==> config.mk <==
export PLATFORM = sky130hd
export DESIGN_NAME = bp_top
export DESIGN_NICKNAME = d
export VERILOG_FILES = /design/src/common/bp_pkg.sv /design/src/common/bp_tick_if.sv /design/src/hw/bp_sync_edge.sv /design/src/hw/bp_int_pwm.sv /design/src/hw/bp_top.sv
export SDC_FILE = /design/constraint.sdc
export NUM_CORES = 1
export LEC_CHECK = 0
export BUFFER_PORTS_ARGS = -buffer_cell sky130_fd_sc_hd__buf_2
export CORE_ASPECT_RATIO = 1.25
export CORE_MARGIN = 4
export CORE_UTILIZATION = 45
export DETAILED_ROUTE_END_ITERATION = 12
export MAX_ROUTING_LAYER = met4
export PLACE_DENSITY_LB_ADDON = 0.12
export SLEW_MARGIN = 20
export SYNTH_ARGS = -nofsm -noshare
export SYNTH_HDL_FRONTEND = slang
export SYNTH_SLANG_ARGS = --single-unit
==> constraint.sdc <==
create_clock -name clk_sys_i -period 2.55 [get_ports clk_sys_i]
set_clock_uncertainty 0.05 [all_clocks]
set_input_delay 0.255 -clock clk_sys_i [delete_from_list [all_inputs] [get_ports clk_sys_i]]
set_output_delay 0.255 -clock clk_sys_i [all_outputs]
set_load 0.005 [all_outputs]
==> src/common/bp_pkg.sv <==
// Shared constants of the boost PWM sync and protection block.
// Assumes a 50 MHz system clock and a 32-bit AXI4-Lite register bus.
`default_nettype none
package bp_pkg;
  // ==========================================================
  // Clock and timing
  localparam int unsigned CLK_KHZ = 50000;
  localparam int unsigned N_PHASE = 3;
  localparam int unsigned FS_CODES = 8;
  localparam int unsigned FS_KHZ [FS_CODES] = '{200, 300, 400, 500, 600, 700, 800, 1000};
  localparam int unsigned SYNC_DEB_CYC = 2;
  // ==========================================================
  // Register byte offsets
  localparam logic [7:0] OFS_CTRL = 8'h00;
  localparam logic [7:0] OFS_TARGET = 8'h04;
  localparam logic [7:0] OFS_OVP = 8'h08;
  localparam logic [7:0] OFS_LIMIT = 8'h0c;
  localparam logic [7:0] OFS_STATUS = 8'h10;
  localparam logic [7:0] OFS_IRQ_STAT = 8'h14;
  localparam logic [7:0] OFS_IRQ_MASK = 8'h18;
  // ==========================================================
  // Field positions
  localparam int unsigned CTRL_EN_BIT = 0;
  localparam int unsigned CTRL_INV_BIT = 1;
  localparam int unsigned CTRL_FSO_BIT = 2;
  localparam int unsigned CODE7_LSB = 0;
  localparam int unsigned HYST_LSB = 8;
  localparam int unsigned LIM_LSB = 0;
  localparam int unsigned SLOPE_LSB = 8;
  localparam int unsigned FREQ_LSB = 12;
  localparam int unsigned ST_OV_BIT = 0;
  localparam int unsigned ST_REG_LSB = 1;
  localparam int unsigned ST_FSO_BIT = 4;
  localparam int unsigned ST_GATE_LSB = 8;
  localparam int unsigned IRQ_OV_BIT = 0;
  localparam int unsigned IRQ_ILIM_BIT = 1;
  localparam int unsigned IRQ_W = 2;
  // ==========================================================
  // Reset values and bus answers
  localparam logic [6:0] TARGET_RST = 7'h00;
  localparam logic [6:0] TRIP_RST = 7'h7f;
  localparam logic [1:0] HYST_RST = 2'h0;
  localparam logic [1:0] LIM_RST = 2'h3;
  localparam logic [2:0] SLOPE_RST = 3'h0;
  localparam logic [2:0] FREQ_RST = 3'h0;
  localparam logic [1:0] RESP_OKAY = 2'h0;
  localparam logic [1:0] RESP_SLVERR = 2'h2;
endpackage
`default_nettype wire

==> src/common/bp_tick_if.sv <==
// One-cycle PWM cycle start between a timing source and the gate logic.
// Assumes source and user share clk_sys_i.
`timescale 1ns/100ps
`default_nettype none
interface bp_tick_if;
  logic start;
  modport src (output start);
  modport dst (input start);
endinterface
`default_nettype wire

==> src/hw/bp_sync_edge.sv <==
// Samples, debounces and edge-detects the external switch sync input.
// Assumes the input is asynchronous and slower than 1 MHz.
`timescale 1ns/100ps
`default_nettype none
module bp_sync_edge (
  input wire logic clk_sys_i,
  input wire logic sys_rst_i,
  input wire logic switch_sync_input_i,
  input wire logic sync_edge_invert_i,
  bp_tick_if.src tick
);
  logic meta_reg;
  logic samp_reg;
  logic hist_reg;
  logic deb_reg;
  logic start_reg;

  // ==========================================================
  // Synchroniser
  always_ff @(posedge clk_sys_i) begin
    if (sys_rst_i) begin
      meta_reg <= 1'b0;
      samp_reg <= 1'b0;
      hist_reg <= 1'b0;
    end else begin
      meta_reg <= switch_sync_input_i;
      samp_reg <= meta_reg;
      hist_reg <= samp_reg;
    end
  end

  // ==========================================================
  // two-cycle debounce
  always_ff @(posedge clk_sys_i) begin
    if (sys_rst_i) begin
      deb_reg <= 1'b0;
    end else if (samp_reg == hist_reg) begin
      deb_reg <= samp_reg;
    end
  end

  // ==========================================================
  // selected edge starts cycle
  always_ff @(posedge clk_sys_i) begin
    if (sys_rst_i) begin
      start_reg <= 1'b0;
    end else begin
      start_reg <= (samp_reg == hist_reg) && (samp_reg != deb_reg)
                   && (samp_reg != sync_edge_invert_i);
    end
  end

  assign tick.start = start_reg;
endmodule // bp_sync_edge
`default_nettype wire

==> src/hw/bp_int_pwm.sv <==
// Internal fail-safe PWM cycle generator from the system clock.
// Assumes the frequency code is stable or changes between cycles.
`timescale 1ns/100ps
`default_nettype none
module bp_int_pwm #(
  parameter int unsigned PER_W = 16
) (
  input wire logic clk_sys_i,
  input wire logic sys_rst_i,
  input wire logic run_i,
  input wire logic [2:0] fail_safe_switch_freq_i,
  bp_tick_if.src tick
);
  logic [PER_W-1:0] per_tab [bp_pkg::FS_CODES];
  logic [PER_W-1:0] cnt_reg;
  logic start_reg;

  // ==========================================================
  // period per frequency code
  for (genvar i = 0; i < bp_pkg::FS_CODES; i++) begin : g_tab
    assign per_tab[i] = PER_W'(bp_pkg::CLK_KHZ / bp_pkg::FS_KHZ[i] - 1);
  end

  // ==========================================================
  // divider on system clock
  always_ff @(posedge clk_sys_i) begin
    if (sys_rst_i || !run_i) begin
      cnt_reg <= '0;
      start_reg <= 1'b0;
    end else if (cnt_reg >= per_tab[fail_safe_switch_freq_i]) begin
      cnt_reg <= '0;
      start_reg <= 1'b1;
    end else begin
      cnt_reg <= cnt_reg + PER_W'(1);
      start_reg <= 1'b0;
    end
  end

  assign tick.start = start_reg;
endmodule // bp_int_pwm
`default_nettype wire

==> src/hw/bp_top.sv <==
// Boost gate PWM timing, current limit and overvoltage protection.
// Assumes analog comparators outside, asynchronous to clk_sys_i.
//
// The AXI4-Lite register port and the register offsets were chosen for this implementation.
`timescale 1ns/100ps
`default_nettype none
module bp_top #(
  parameter int unsigned N_PHASE = bp_pkg::N_PHASE
) (
  input wire logic clk_sys_i,
  input wire logic sys_rst_i,
  input wire logic [7:0] s_axi_awaddr,
  input wire logic s_axi_awvalid,
  output logic s_axi_awready,
  input wire logic [31:0] s_axi_wdata,
  input wire logic [3:0] s_axi_wstrb,
  input wire logic s_axi_wvalid,
  output logic s_axi_wready,
  output logic [1:0] s_axi_bresp,
  output logic s_axi_bvalid,
  input wire logic s_axi_bready,
  input wire logic [7:0] s_axi_araddr,
  input wire logic s_axi_arvalid,
  output logic s_axi_arready,
  output logic [31:0] s_axi_rdata,
  output logic [1:0] s_axi_rresp,
  output logic s_axi_rvalid,
  input wire logic s_axi_rready,
  input wire logic switch_sync_input_i,
  input wire logic ov_above_trip_i,
  input wire logic ov_below_rearm_i,
  input wire logic [N_PHASE-1:0] peak_current_cmp_i,
  input wire logic [N_PHASE-1:0] current_limit_cmp_i,
  output logic [N_PHASE-1:0] gate_o,
  output logic [6:0] boost_target_code_o,
  output logic [6:0] overvoltage_trip_code_o,
  output logic [1:0] overvoltage_rearm_hysteresis_o,
  output logic [2*N_PHASE-1:0] peak_current_limit_code_o,
  output logic [2:0] slope_comp_code_o,
  output logic irq_o
);
  localparam int unsigned LW = 2 * N_PHASE;

  logic enable_reg;
  logic sync_edge_invert_reg;
  logic fail_safe_mode_reg;
  logic [6:0] target_reg;
  logic [6:0] trip_reg;
  logic [1:0] hyst_reg;
  logic [LW-1:0] limit_reg;
  logic [2:0] slope_reg;
  logic [2:0] freq_reg;
  logic [bp_pkg::IRQ_W-1:0] irq_stat_reg;
  logic [bp_pkg::IRQ_W-1:0] irq_mask_reg;
  logic ov_flag_reg;
  logic ov_lock_reg;
  logic [N_PHASE-1:0] gate_reg;
  logic irq_reg;

  logic [1:0] ova_sync_reg;
  logic [1:0] ovb_sync_reg;
  logic [N_PHASE-1:0] pk_meta_reg;
  logic [N_PHASE-1:0] pk_reg;
  logic [N_PHASE-1:0] lim_meta_reg;
  logic [N_PHASE-1:0] lim_reg;

  logic aw_held_reg;
  logic w_held_reg;
  logic [7:0] waddr_reg;
  logic [31:0] wdata_reg;
  logic [3:0] wstrb_reg;
  logic bvalid_reg;
  logic [1:0] bresp_reg;
  logic rvalid_reg;
  logic [31:0] rdata_reg;
  logic [1:0] rresp_reg;

  logic do_write;
  logic do_read;
  logic [31:0] wmask;
  logic [31:0] wval;
  logic [31:0] rd_next;
  logic rd_hit;
  logic wr_hit;
  logic status_read;
  logic cycle_start;
  logic ov_trip;
  logic ov_rearm;
  logic ilim_evt;

  bp_tick_if ext_tick ();
  bp_tick_if int_tick ();

  // ==========================================================
  // Timing sources
  // external sync conditioning
  bp_sync_edge u_sync (
    .clk_sys_i(clk_sys_i),
    .sys_rst_i(sys_rst_i),
    .switch_sync_input_i(switch_sync_input_i),
    .sync_edge_invert_i(sync_edge_invert_reg),
    .tick(ext_tick.src)
  );

  bp_int_pwm u_int (
    .clk_sys_i(clk_sys_i),
    .sys_rst_i(sys_rst_i),
    .run_i(fail_safe_mode_reg),
    .fail_safe_switch_freq_i(freq_reg),
    .tick(int_tick.src)
  );

  assign cycle_start = fail_safe_mode_reg ? int_tick.start : ext_tick.start;

  // ==========================================================
  // Comparator synchronisers
  always_ff @(posedge clk_sys_i) begin
    if (sys_rst_i) begin
      ova_sync_reg <= 2'h0;
      ovb_sync_reg <= 2'h0;
      pk_meta_reg <= '0;
      pk_reg <= '0;
      lim_meta_reg <= '0;
      lim_reg <= '0;
    end else begin
      ova_sync_reg <= {ova_sync_reg[0], ov_above_trip_i};
      ovb_sync_reg <= {ovb_sync_reg[0], ov_below_rearm_i};
      pk_meta_reg <= peak_current_cmp_i;
      pk_reg <= pk_meta_reg;
      lim_meta_reg <= current_limit_cmp_i;
      lim_reg <= lim_meta_reg;
    end
  end

  assign ov_trip = ova_sync_reg[1];
  assign ov_rearm = ovb_sync_reg[1] && !ov_trip;
  assign ilim_evt = enable_reg && (|(gate_reg & lim_reg));

  // ==========================================================
  // Overvoltage lock
  always_ff @(posedge clk_sys_i) begin
    if (sys_rst_i) begin
      ov_lock_reg <= 1'b0;
    end else if (ov_trip) begin
      ov_lock_reg <= 1'b1;
    end else if (ov_rearm) begin
      ov_lock_reg <= 1'b0;
    end
  end

  always_ff @(posedge clk_sys_i) begin
    if (sys_rst_i) begin
      ov_flag_reg <= 1'b0;
    end else if (ov_trip) begin
      ov_flag_reg <= 1'b1;
    end else if (status_read && ov_rearm) begin
      ov_flag_reg <= 1'b0;
    end
  end

  // ==========================================================
  // Gate per phase
  for (genvar p = 0; p < N_PHASE; p++) begin : g_phase
    always_ff @(posedge clk_sys_i) begin
      if (sys_rst_i) begin
        gate_reg[p] <= 1'b0;
      end else if (!enable_reg || ov_lock_reg || ov_trip) begin
        gate_reg[p] <= 1'b0;
      end else if (pk_reg[p] || lim_reg[p]) begin
        // first of peak or limit clears
        gate_reg[p] <= 1'b0;
      end else if (cycle_start) begin
        gate_reg[p] <= 1'b1;
      end
    end
  end

  // ==========================================================
  // Interrupts
  always_ff @(posedge clk_sys_i) begin
    if (sys_rst_i) begin
      irq_stat_reg <= '0;
    end else begin
      for (int i = 0; i < bp_pkg::IRQ_W; i++) begin
        if ((i == bp_pkg::IRQ_OV_BIT && ov_trip && !ov_lock_reg)
            || (i == bp_pkg::IRQ_ILIM_BIT && ilim_evt)) begin
          irq_stat_reg[i] <= 1'b1;
        end else if (wr_hit && waddr_reg == bp_pkg::OFS_IRQ_STAT && wval[i]) begin
          irq_stat_reg[i] <= 1'b0;
        end
      end
    end
  end

  always_ff @(posedge clk_sys_i) begin
    if (sys_rst_i) begin
      irq_reg <= 1'b0;
    end else begin
      irq_reg <= |(irq_stat_reg & irq_mask_reg);
    end
  end

  // ==========================================================
  // AXI4-Lite write channel
  for (genvar b = 0; b < 4; b++) begin : g_strb
    assign wmask[8*b +: 8] = {8{wstrb_reg[b]}};
  end
  assign wval = wdata_reg & wmask;
  assign do_write = aw_held_reg && w_held_reg && !bvalid_reg;
  assign wr_hit = do_write && (waddr_reg == bp_pkg::OFS_CTRL
    || waddr_reg == bp_pkg::OFS_TARGET || waddr_reg == bp_pkg::OFS_OVP
    || waddr_reg == bp_pkg::OFS_LIMIT || waddr_reg == bp_pkg::OFS_IRQ_STAT
    || waddr_reg == bp_pkg::OFS_IRQ_MASK || waddr_reg == bp_pkg::OFS_STATUS);

  always_ff @(posedge clk_sys_i) begin
    if (sys_rst_i) begin
      aw_held_reg <= 1'b0;
      w_held_reg <= 1'b0;
      waddr_reg <= 8'h00;
      wdata_reg <= 32'h0000_0000;
      wstrb_reg <= 4'h0;
      bvalid_reg <= 1'b0;
      bresp_reg <= bp_pkg::RESP_OKAY;
    end else begin
      if (s_axi_awvalid && !aw_held_reg) begin
        aw_held_reg <= 1'b1;
        waddr_reg <= {s_axi_awaddr[7:2], 2'b00};
      end
      if (s_axi_wvalid && !w_held_reg) begin
        w_held_reg <= 1'b1;
        wdata_reg <= s_axi_wdata;
        wstrb_reg <= s_axi_wstrb;
      end
      if (do_write) begin
        bvalid_reg <= 1'b1;
        bresp_reg <= wr_hit ? bp_pkg::RESP_OKAY : bp_pkg::RESP_SLVERR;
      end else if (bvalid_reg && s_axi_bready) begin
        bvalid_reg <= 1'b0;
        aw_held_reg <= 1'b0;
        w_held_reg <= 1'b0;
      end
    end
  end

  // ==========================================================
  // Setting registers
  always_ff @(posedge clk_sys_i) begin
    if (sys_rst_i) begin
      enable_reg <= 1'b0;
      sync_edge_invert_reg <= 1'b0;
      fail_safe_mode_reg <= 1'b0;
      target_reg <= bp_pkg::TARGET_RST;
      trip_reg <= bp_pkg::TRIP_RST;
      hyst_reg <= bp_pkg::HYST_RST;
      limit_reg <= {N_PHASE{bp_pkg::LIM_RST}};
      slope_reg <= bp_pkg::SLOPE_RST;
      freq_reg <= bp_pkg::FREQ_RST;
      irq_mask_reg <= '0;
    end else if (wr_hit) begin
      if (waddr_reg == bp_pkg::OFS_CTRL && wstrb_reg[0]) begin
        enable_reg <= wdata_reg[bp_pkg::CTRL_EN_BIT];
        sync_edge_invert_reg <= wdata_reg[bp_pkg::CTRL_INV_BIT];
        fail_safe_mode_reg <= wdata_reg[bp_pkg::CTRL_FSO_BIT];
      end
      if (waddr_reg == bp_pkg::OFS_TARGET && wstrb_reg[0]) begin
        target_reg <= wdata_reg[bp_pkg::CODE7_LSB +: 7];
      end
      if (waddr_reg == bp_pkg::OFS_OVP) begin
        if (wstrb_reg[0]) begin
          trip_reg <= wdata_reg[bp_pkg::CODE7_LSB +: 7];
        end
        if (wstrb_reg[1]) begin
          hyst_reg <= wdata_reg[bp_pkg::HYST_LSB +: 2];
        end
      end
      if (waddr_reg == bp_pkg::OFS_LIMIT) begin
        if (wstrb_reg[0]) begin
          limit_reg <= wdata_reg[bp_pkg::LIM_LSB +: LW];
        end
        if (wstrb_reg[1]) begin
          slope_reg <= wdata_reg[bp_pkg::SLOPE_LSB +: 3];
          freq_reg <= wdata_reg[bp_pkg::FREQ_LSB +: 3];
        end
      end
      if (waddr_reg == bp_pkg::OFS_IRQ_MASK && wstrb_reg[0]) begin
        irq_mask_reg <= wval[bp_pkg::IRQ_W-1:0];
      end
    end
  end

  // ==========================================================
  // AXI4-Lite read channel
  assign do_read = s_axi_arvalid && !rvalid_reg;
  assign status_read = do_read && ({s_axi_araddr[7:2], 2'b00} == bp_pkg::OFS_STATUS);

  always_comb begin
    rd_next = 32'h0000_0000;
    rd_hit = 1'b1;
    case ({s_axi_araddr[7:2], 2'b00})
      bp_pkg::OFS_CTRL: begin
        rd_next[bp_pkg::CTRL_EN_BIT] = enable_reg;
        rd_next[bp_pkg::CTRL_INV_BIT] = sync_edge_invert_reg;
        rd_next[bp_pkg::CTRL_FSO_BIT] = fail_safe_mode_reg;
      end
      bp_pkg::OFS_TARGET: begin
        rd_next[bp_pkg::CODE7_LSB +: 7] = target_reg;
      end
      bp_pkg::OFS_OVP: begin
        rd_next[bp_pkg::CODE7_LSB +: 7] = trip_reg;
        rd_next[bp_pkg::HYST_LSB +: 2] = hyst_reg;
      end
      bp_pkg::OFS_LIMIT: begin
        rd_next[bp_pkg::LIM_LSB +: LW] = limit_reg;
        rd_next[bp_pkg::SLOPE_LSB +: 3] = slope_reg;
        rd_next[bp_pkg::FREQ_LSB +: 3] = freq_reg;
      end
      bp_pkg::OFS_STATUS: begin
        rd_next[bp_pkg::ST_OV_BIT] = ov_flag_reg;
        rd_next[bp_pkg::ST_REG_LSB +: N_PHASE] =
          {N_PHASE{enable_reg && !ov_lock_reg && !ov_trip}};
        rd_next[bp_pkg::ST_FSO_BIT] = fail_safe_mode_reg;
        rd_next[bp_pkg::ST_GATE_LSB +: N_PHASE] = gate_reg;
      end
      bp_pkg::OFS_IRQ_STAT: begin
        rd_next[bp_pkg::IRQ_W-1:0] = irq_stat_reg;
      end
      bp_pkg::OFS_IRQ_MASK: begin
        rd_next[bp_pkg::IRQ_W-1:0] = irq_mask_reg;
      end
      default: begin
        rd_hit = 1'b0;
      end
    endcase
  end

  always_ff @(posedge clk_sys_i) begin
    if (sys_rst_i) begin
      rvalid_reg <= 1'b0;
      rdata_reg <= 32'h0000_0000;
      rresp_reg <= bp_pkg::RESP_OKAY;
    end else if (do_read) begin
      rvalid_reg <= 1'b1;
      rdata_reg <= rd_next;
      rresp_reg <= rd_hit ? bp_pkg::RESP_OKAY : bp_pkg::RESP_SLVERR;
    end else if (s_axi_rready) begin
      rvalid_reg <= 1'b0;
    end
  end

  // ==========================================================
  // Outputs
  assign s_axi_awready = !aw_held_reg;
  assign s_axi_wready = !w_held_reg;
  assign s_axi_bvalid = bvalid_reg;
  assign s_axi_bresp = bresp_reg;
  assign s_axi_arready = !rvalid_reg;
  assign s_axi_rvalid = rvalid_reg;
  assign s_axi_rdata = rdata_reg;
  assign s_axi_rresp = rresp_reg;
  assign gate_o = gate_reg;
  assign boost_target_code_o = target_reg;
  assign overvoltage_trip_code_o = trip_reg;
  assign overvoltage_rearm_hysteresis_o = hyst_reg;
  assign peak_current_limit_code_o = limit_reg;
  assign slope_comp_code_o = slope_reg;
  assign irq_o = irq_reg;
endmodule // bp_top
`default_nettype wire

==> out/results.ini <==
[sta]
slew_headroom_pct = 53.76
rsz0062_at_grt = no
hold_viol = 0
min_period_ps = 2207
timing.final.crit_share_pct = 86.57
tightestPinTransition_ps = 692.0
tns_ps = 0
setup-violations-final = 0
fmax_mhz = 453.0
drv_slew = 0

[yosys]
synth_warnings = 0
synth_seq_cells = 119
synth.most_common_cell = dfxtp_1
syn_area_um2 = 5007
syn-mean-instance-area_um2 = 8.974
async_flop_share_pct = 0
synth-edff-count = 0
yosys.area.top_type = dfxtp_1
synthDominantCellAreaShare_pct = 47.58
synth.distinct_cells = 53
syn-instance-count = 558
synthTopCellsByCount = dfxtp_1, nor2_1, nand2_1
ys.flop_type = dfxtp_1
yosysSeqAreaShare_pct = 47.58
synth.area.top_cells = dfxtp_1, mux2i_1, nor2_1

[grt]
track_usage_pct = 19.97
antenna_found_initial = 2
grt_pass1_vias = 3955
grt_pass1_wl_um = 19610
grt_max_degree = 63
grt.overflow.total = 0

[routing]
routedWlPerCell_um = 15.01
drt_iter0_drc = 145
drt_pass1_iterations = 5
m1WireLength_um = 5322
vias = 4161
drc = 0
wl_met3_um = 788
wl_um = 12080
vias_per_cell = 5.169
ant_nets = 0
top_layer = met4
route.met2.wl_um = 5866

[worst_setup_path]
path_max_fanout = 9
path_delay_family = compound AO/OA/AOI/OAI gates
slowest_stage = dfxtp_1
path_buf_inv = 1
crit_top_cell = ha_1
worst-setup-path-type = reg2reg
max_stage_delay_ps = 430
cp.arrival_ps = 2470
cp_cell_sequence = inv_1, ha_1, a21oi_1, ha_1, a211oi_1, nand2_1, o21a_1, nor3b_1
cp.required_ps = 2810
crit_path_end_kind = register
critPathLaunchType = register

[power]
p_leak_nw = 2.512
power.density_nw_per_um2 = 719.7
ir_drop_uv = 438.3

[finish]
syn_to_final_growth_pct = 22.69
largest_reg_flops = 16
drive_gt1_share_pct = 21.04
final_net_count = 740
fillCellCount = 996
design_area_um2 = 6143

[cts]
cts_resized = 0
clockRootBuffer = clkbuf_16
cts_made_buffers = 17
cts_buffer_depth = 2
clkSinkCount = 119
clkTransAtPathRegs_ps = 50
cts_tree = built
insertion_delay_ps = 400
htree_levels = 4

[placed_design]
numPortBuffers = 91
placed_cell_area_um2 = 5547
gp_congestion = 0.8355
dpl.hpwl_um = 8922

[floorplanning]
io_pins = 138
die_h_um = 125.9
die_w_um = 102.4
fp.coreArea_um2 = 10720
die-area_um2 = 12890
start_util_pct = 46.71
num_rows = 42

[job]
max-cap-violations = 0

[status]
outcome = complete, no violations

[worst_hold_path]
hp-class = in2reg

==> cell usage in the layout, fill, tap and decap left out, types with 3 or more instances in the layout <==
cell type and instances:
dlygate4sd3_1 3, nand2_1 55, a21oi_1 39, buf_2 90, nor2b_1 25, a211oi_1 5
buf_4 15, a32oi_1 3, a211o_1 7, nor2_1 58, clkbuf_8 6, clkbuf_1 3
a22oi_1 8, and3_1 6, a221oi_1 5, clkbuf_16 17, or3b_2 3, inv_1 20
nor3_1 24, o21a_1 3, nor4_2 3, nor4_1 8, o21ai_0 9, mux2i_1 27
conb_1 28, mux2_2 4, nand3_1 14, xnor2_1 5, diode_2 3, nand3b_1 4
ha_1 12, nand2b_1 8, o41ai_1 3, dfxtp_1 119
==> worst register-to-register path, stage by stage (launching register included) <==
cell and delay (ps):
dfxtp_1 430, inv_1 90, ha_1 220, a21oi_1 170
ha_1 260, a211oi_1 280, nand2_1 100, o21a_1 290
nor3b_1 230
==> cell families after synthesis <==
group	after synthesis	synth area share (%)
xor+xnor	7	1.224
fa+ha+maj	12	2.998
buf+inv	72	7.296
simple gates	219	21.74
mux	31	6.297
other cells	1	0.07489
compound gates	97	12.79
flops	119	47.58
==> metal layers <==
layer  vias up  GRT usage [%]
li1       2103              -
met1      1940          24.93
met2       111          30.81
met3         7          6.858
met4         0          5.405
met5         -              -
==> metrics by stage <==
stage	setup WS (ps)	hold slack (ps)	instances	power, W	utilization [%]
2_1_floorplan	555.8	315.2	585	0.002155	-
3_3_place_gp	443.0	333.4	770	0.002222	51.74
4_1_cts	293.9	1.970	802	0.004464	57.24
3_5_place_dp	309.7	333.6	770	0.002227	51.74
6_report	342.6	18.23	805	0.004421	57.31
5_1_grt	164.4	7.764	804	0.004591	57.28
==> final timing paths <==
path / start / endpoint / slack [ps] / cells after the start
min: peak_current_cmp_i[0] / pk_meta_reg[0]$_SDFF_PP0_ / 20 / 2
max reg2reg: freq_reg[0]$_SDFFE_PP0P_ / u_int.cnt_reg[1]$_SDFF_PP0_ / 340 / 8
max: freq_reg[0]$_SDFFE_PP0P_ / u_int.cnt_reg[1]$_SDFF_PP0_ / 340 / 8
min reg2reg: pk_reg[2]$_SDFF_PP0_ / gate_o[2]$_SDFFE_PP0P_ / 340 / 1
==> layout make-up <==
cell class,instances,area [um^2],area share (%)
sequential,119,2382,38.78
multi-input combinational,394,2361,38.43
clock buffer,26,519.2,8.452
inverter,20,75.07,1.222
antenna,3,7.507,0.1222
timing repair buffer,108,593.1,9.654
clock inverter,3,40.04,0.6517
tap,132,165.2,2.688
==> power by group <==
part | internal, W | total (W) | switching (W)
combinational | 0.0000986 | 0.000239 | 0.000140
clock | 0.00147 | 0.00223 | 0.000755
sequential | 0.00192 | 0.00195 | 0.0000387
==> timing repair <==
item	in CTS	in global routing
hold endpoints to repair	3	0
hold buffers	3	0
setup buffers	0	0
Note: power is estimated with default switching activity, not from simulation.
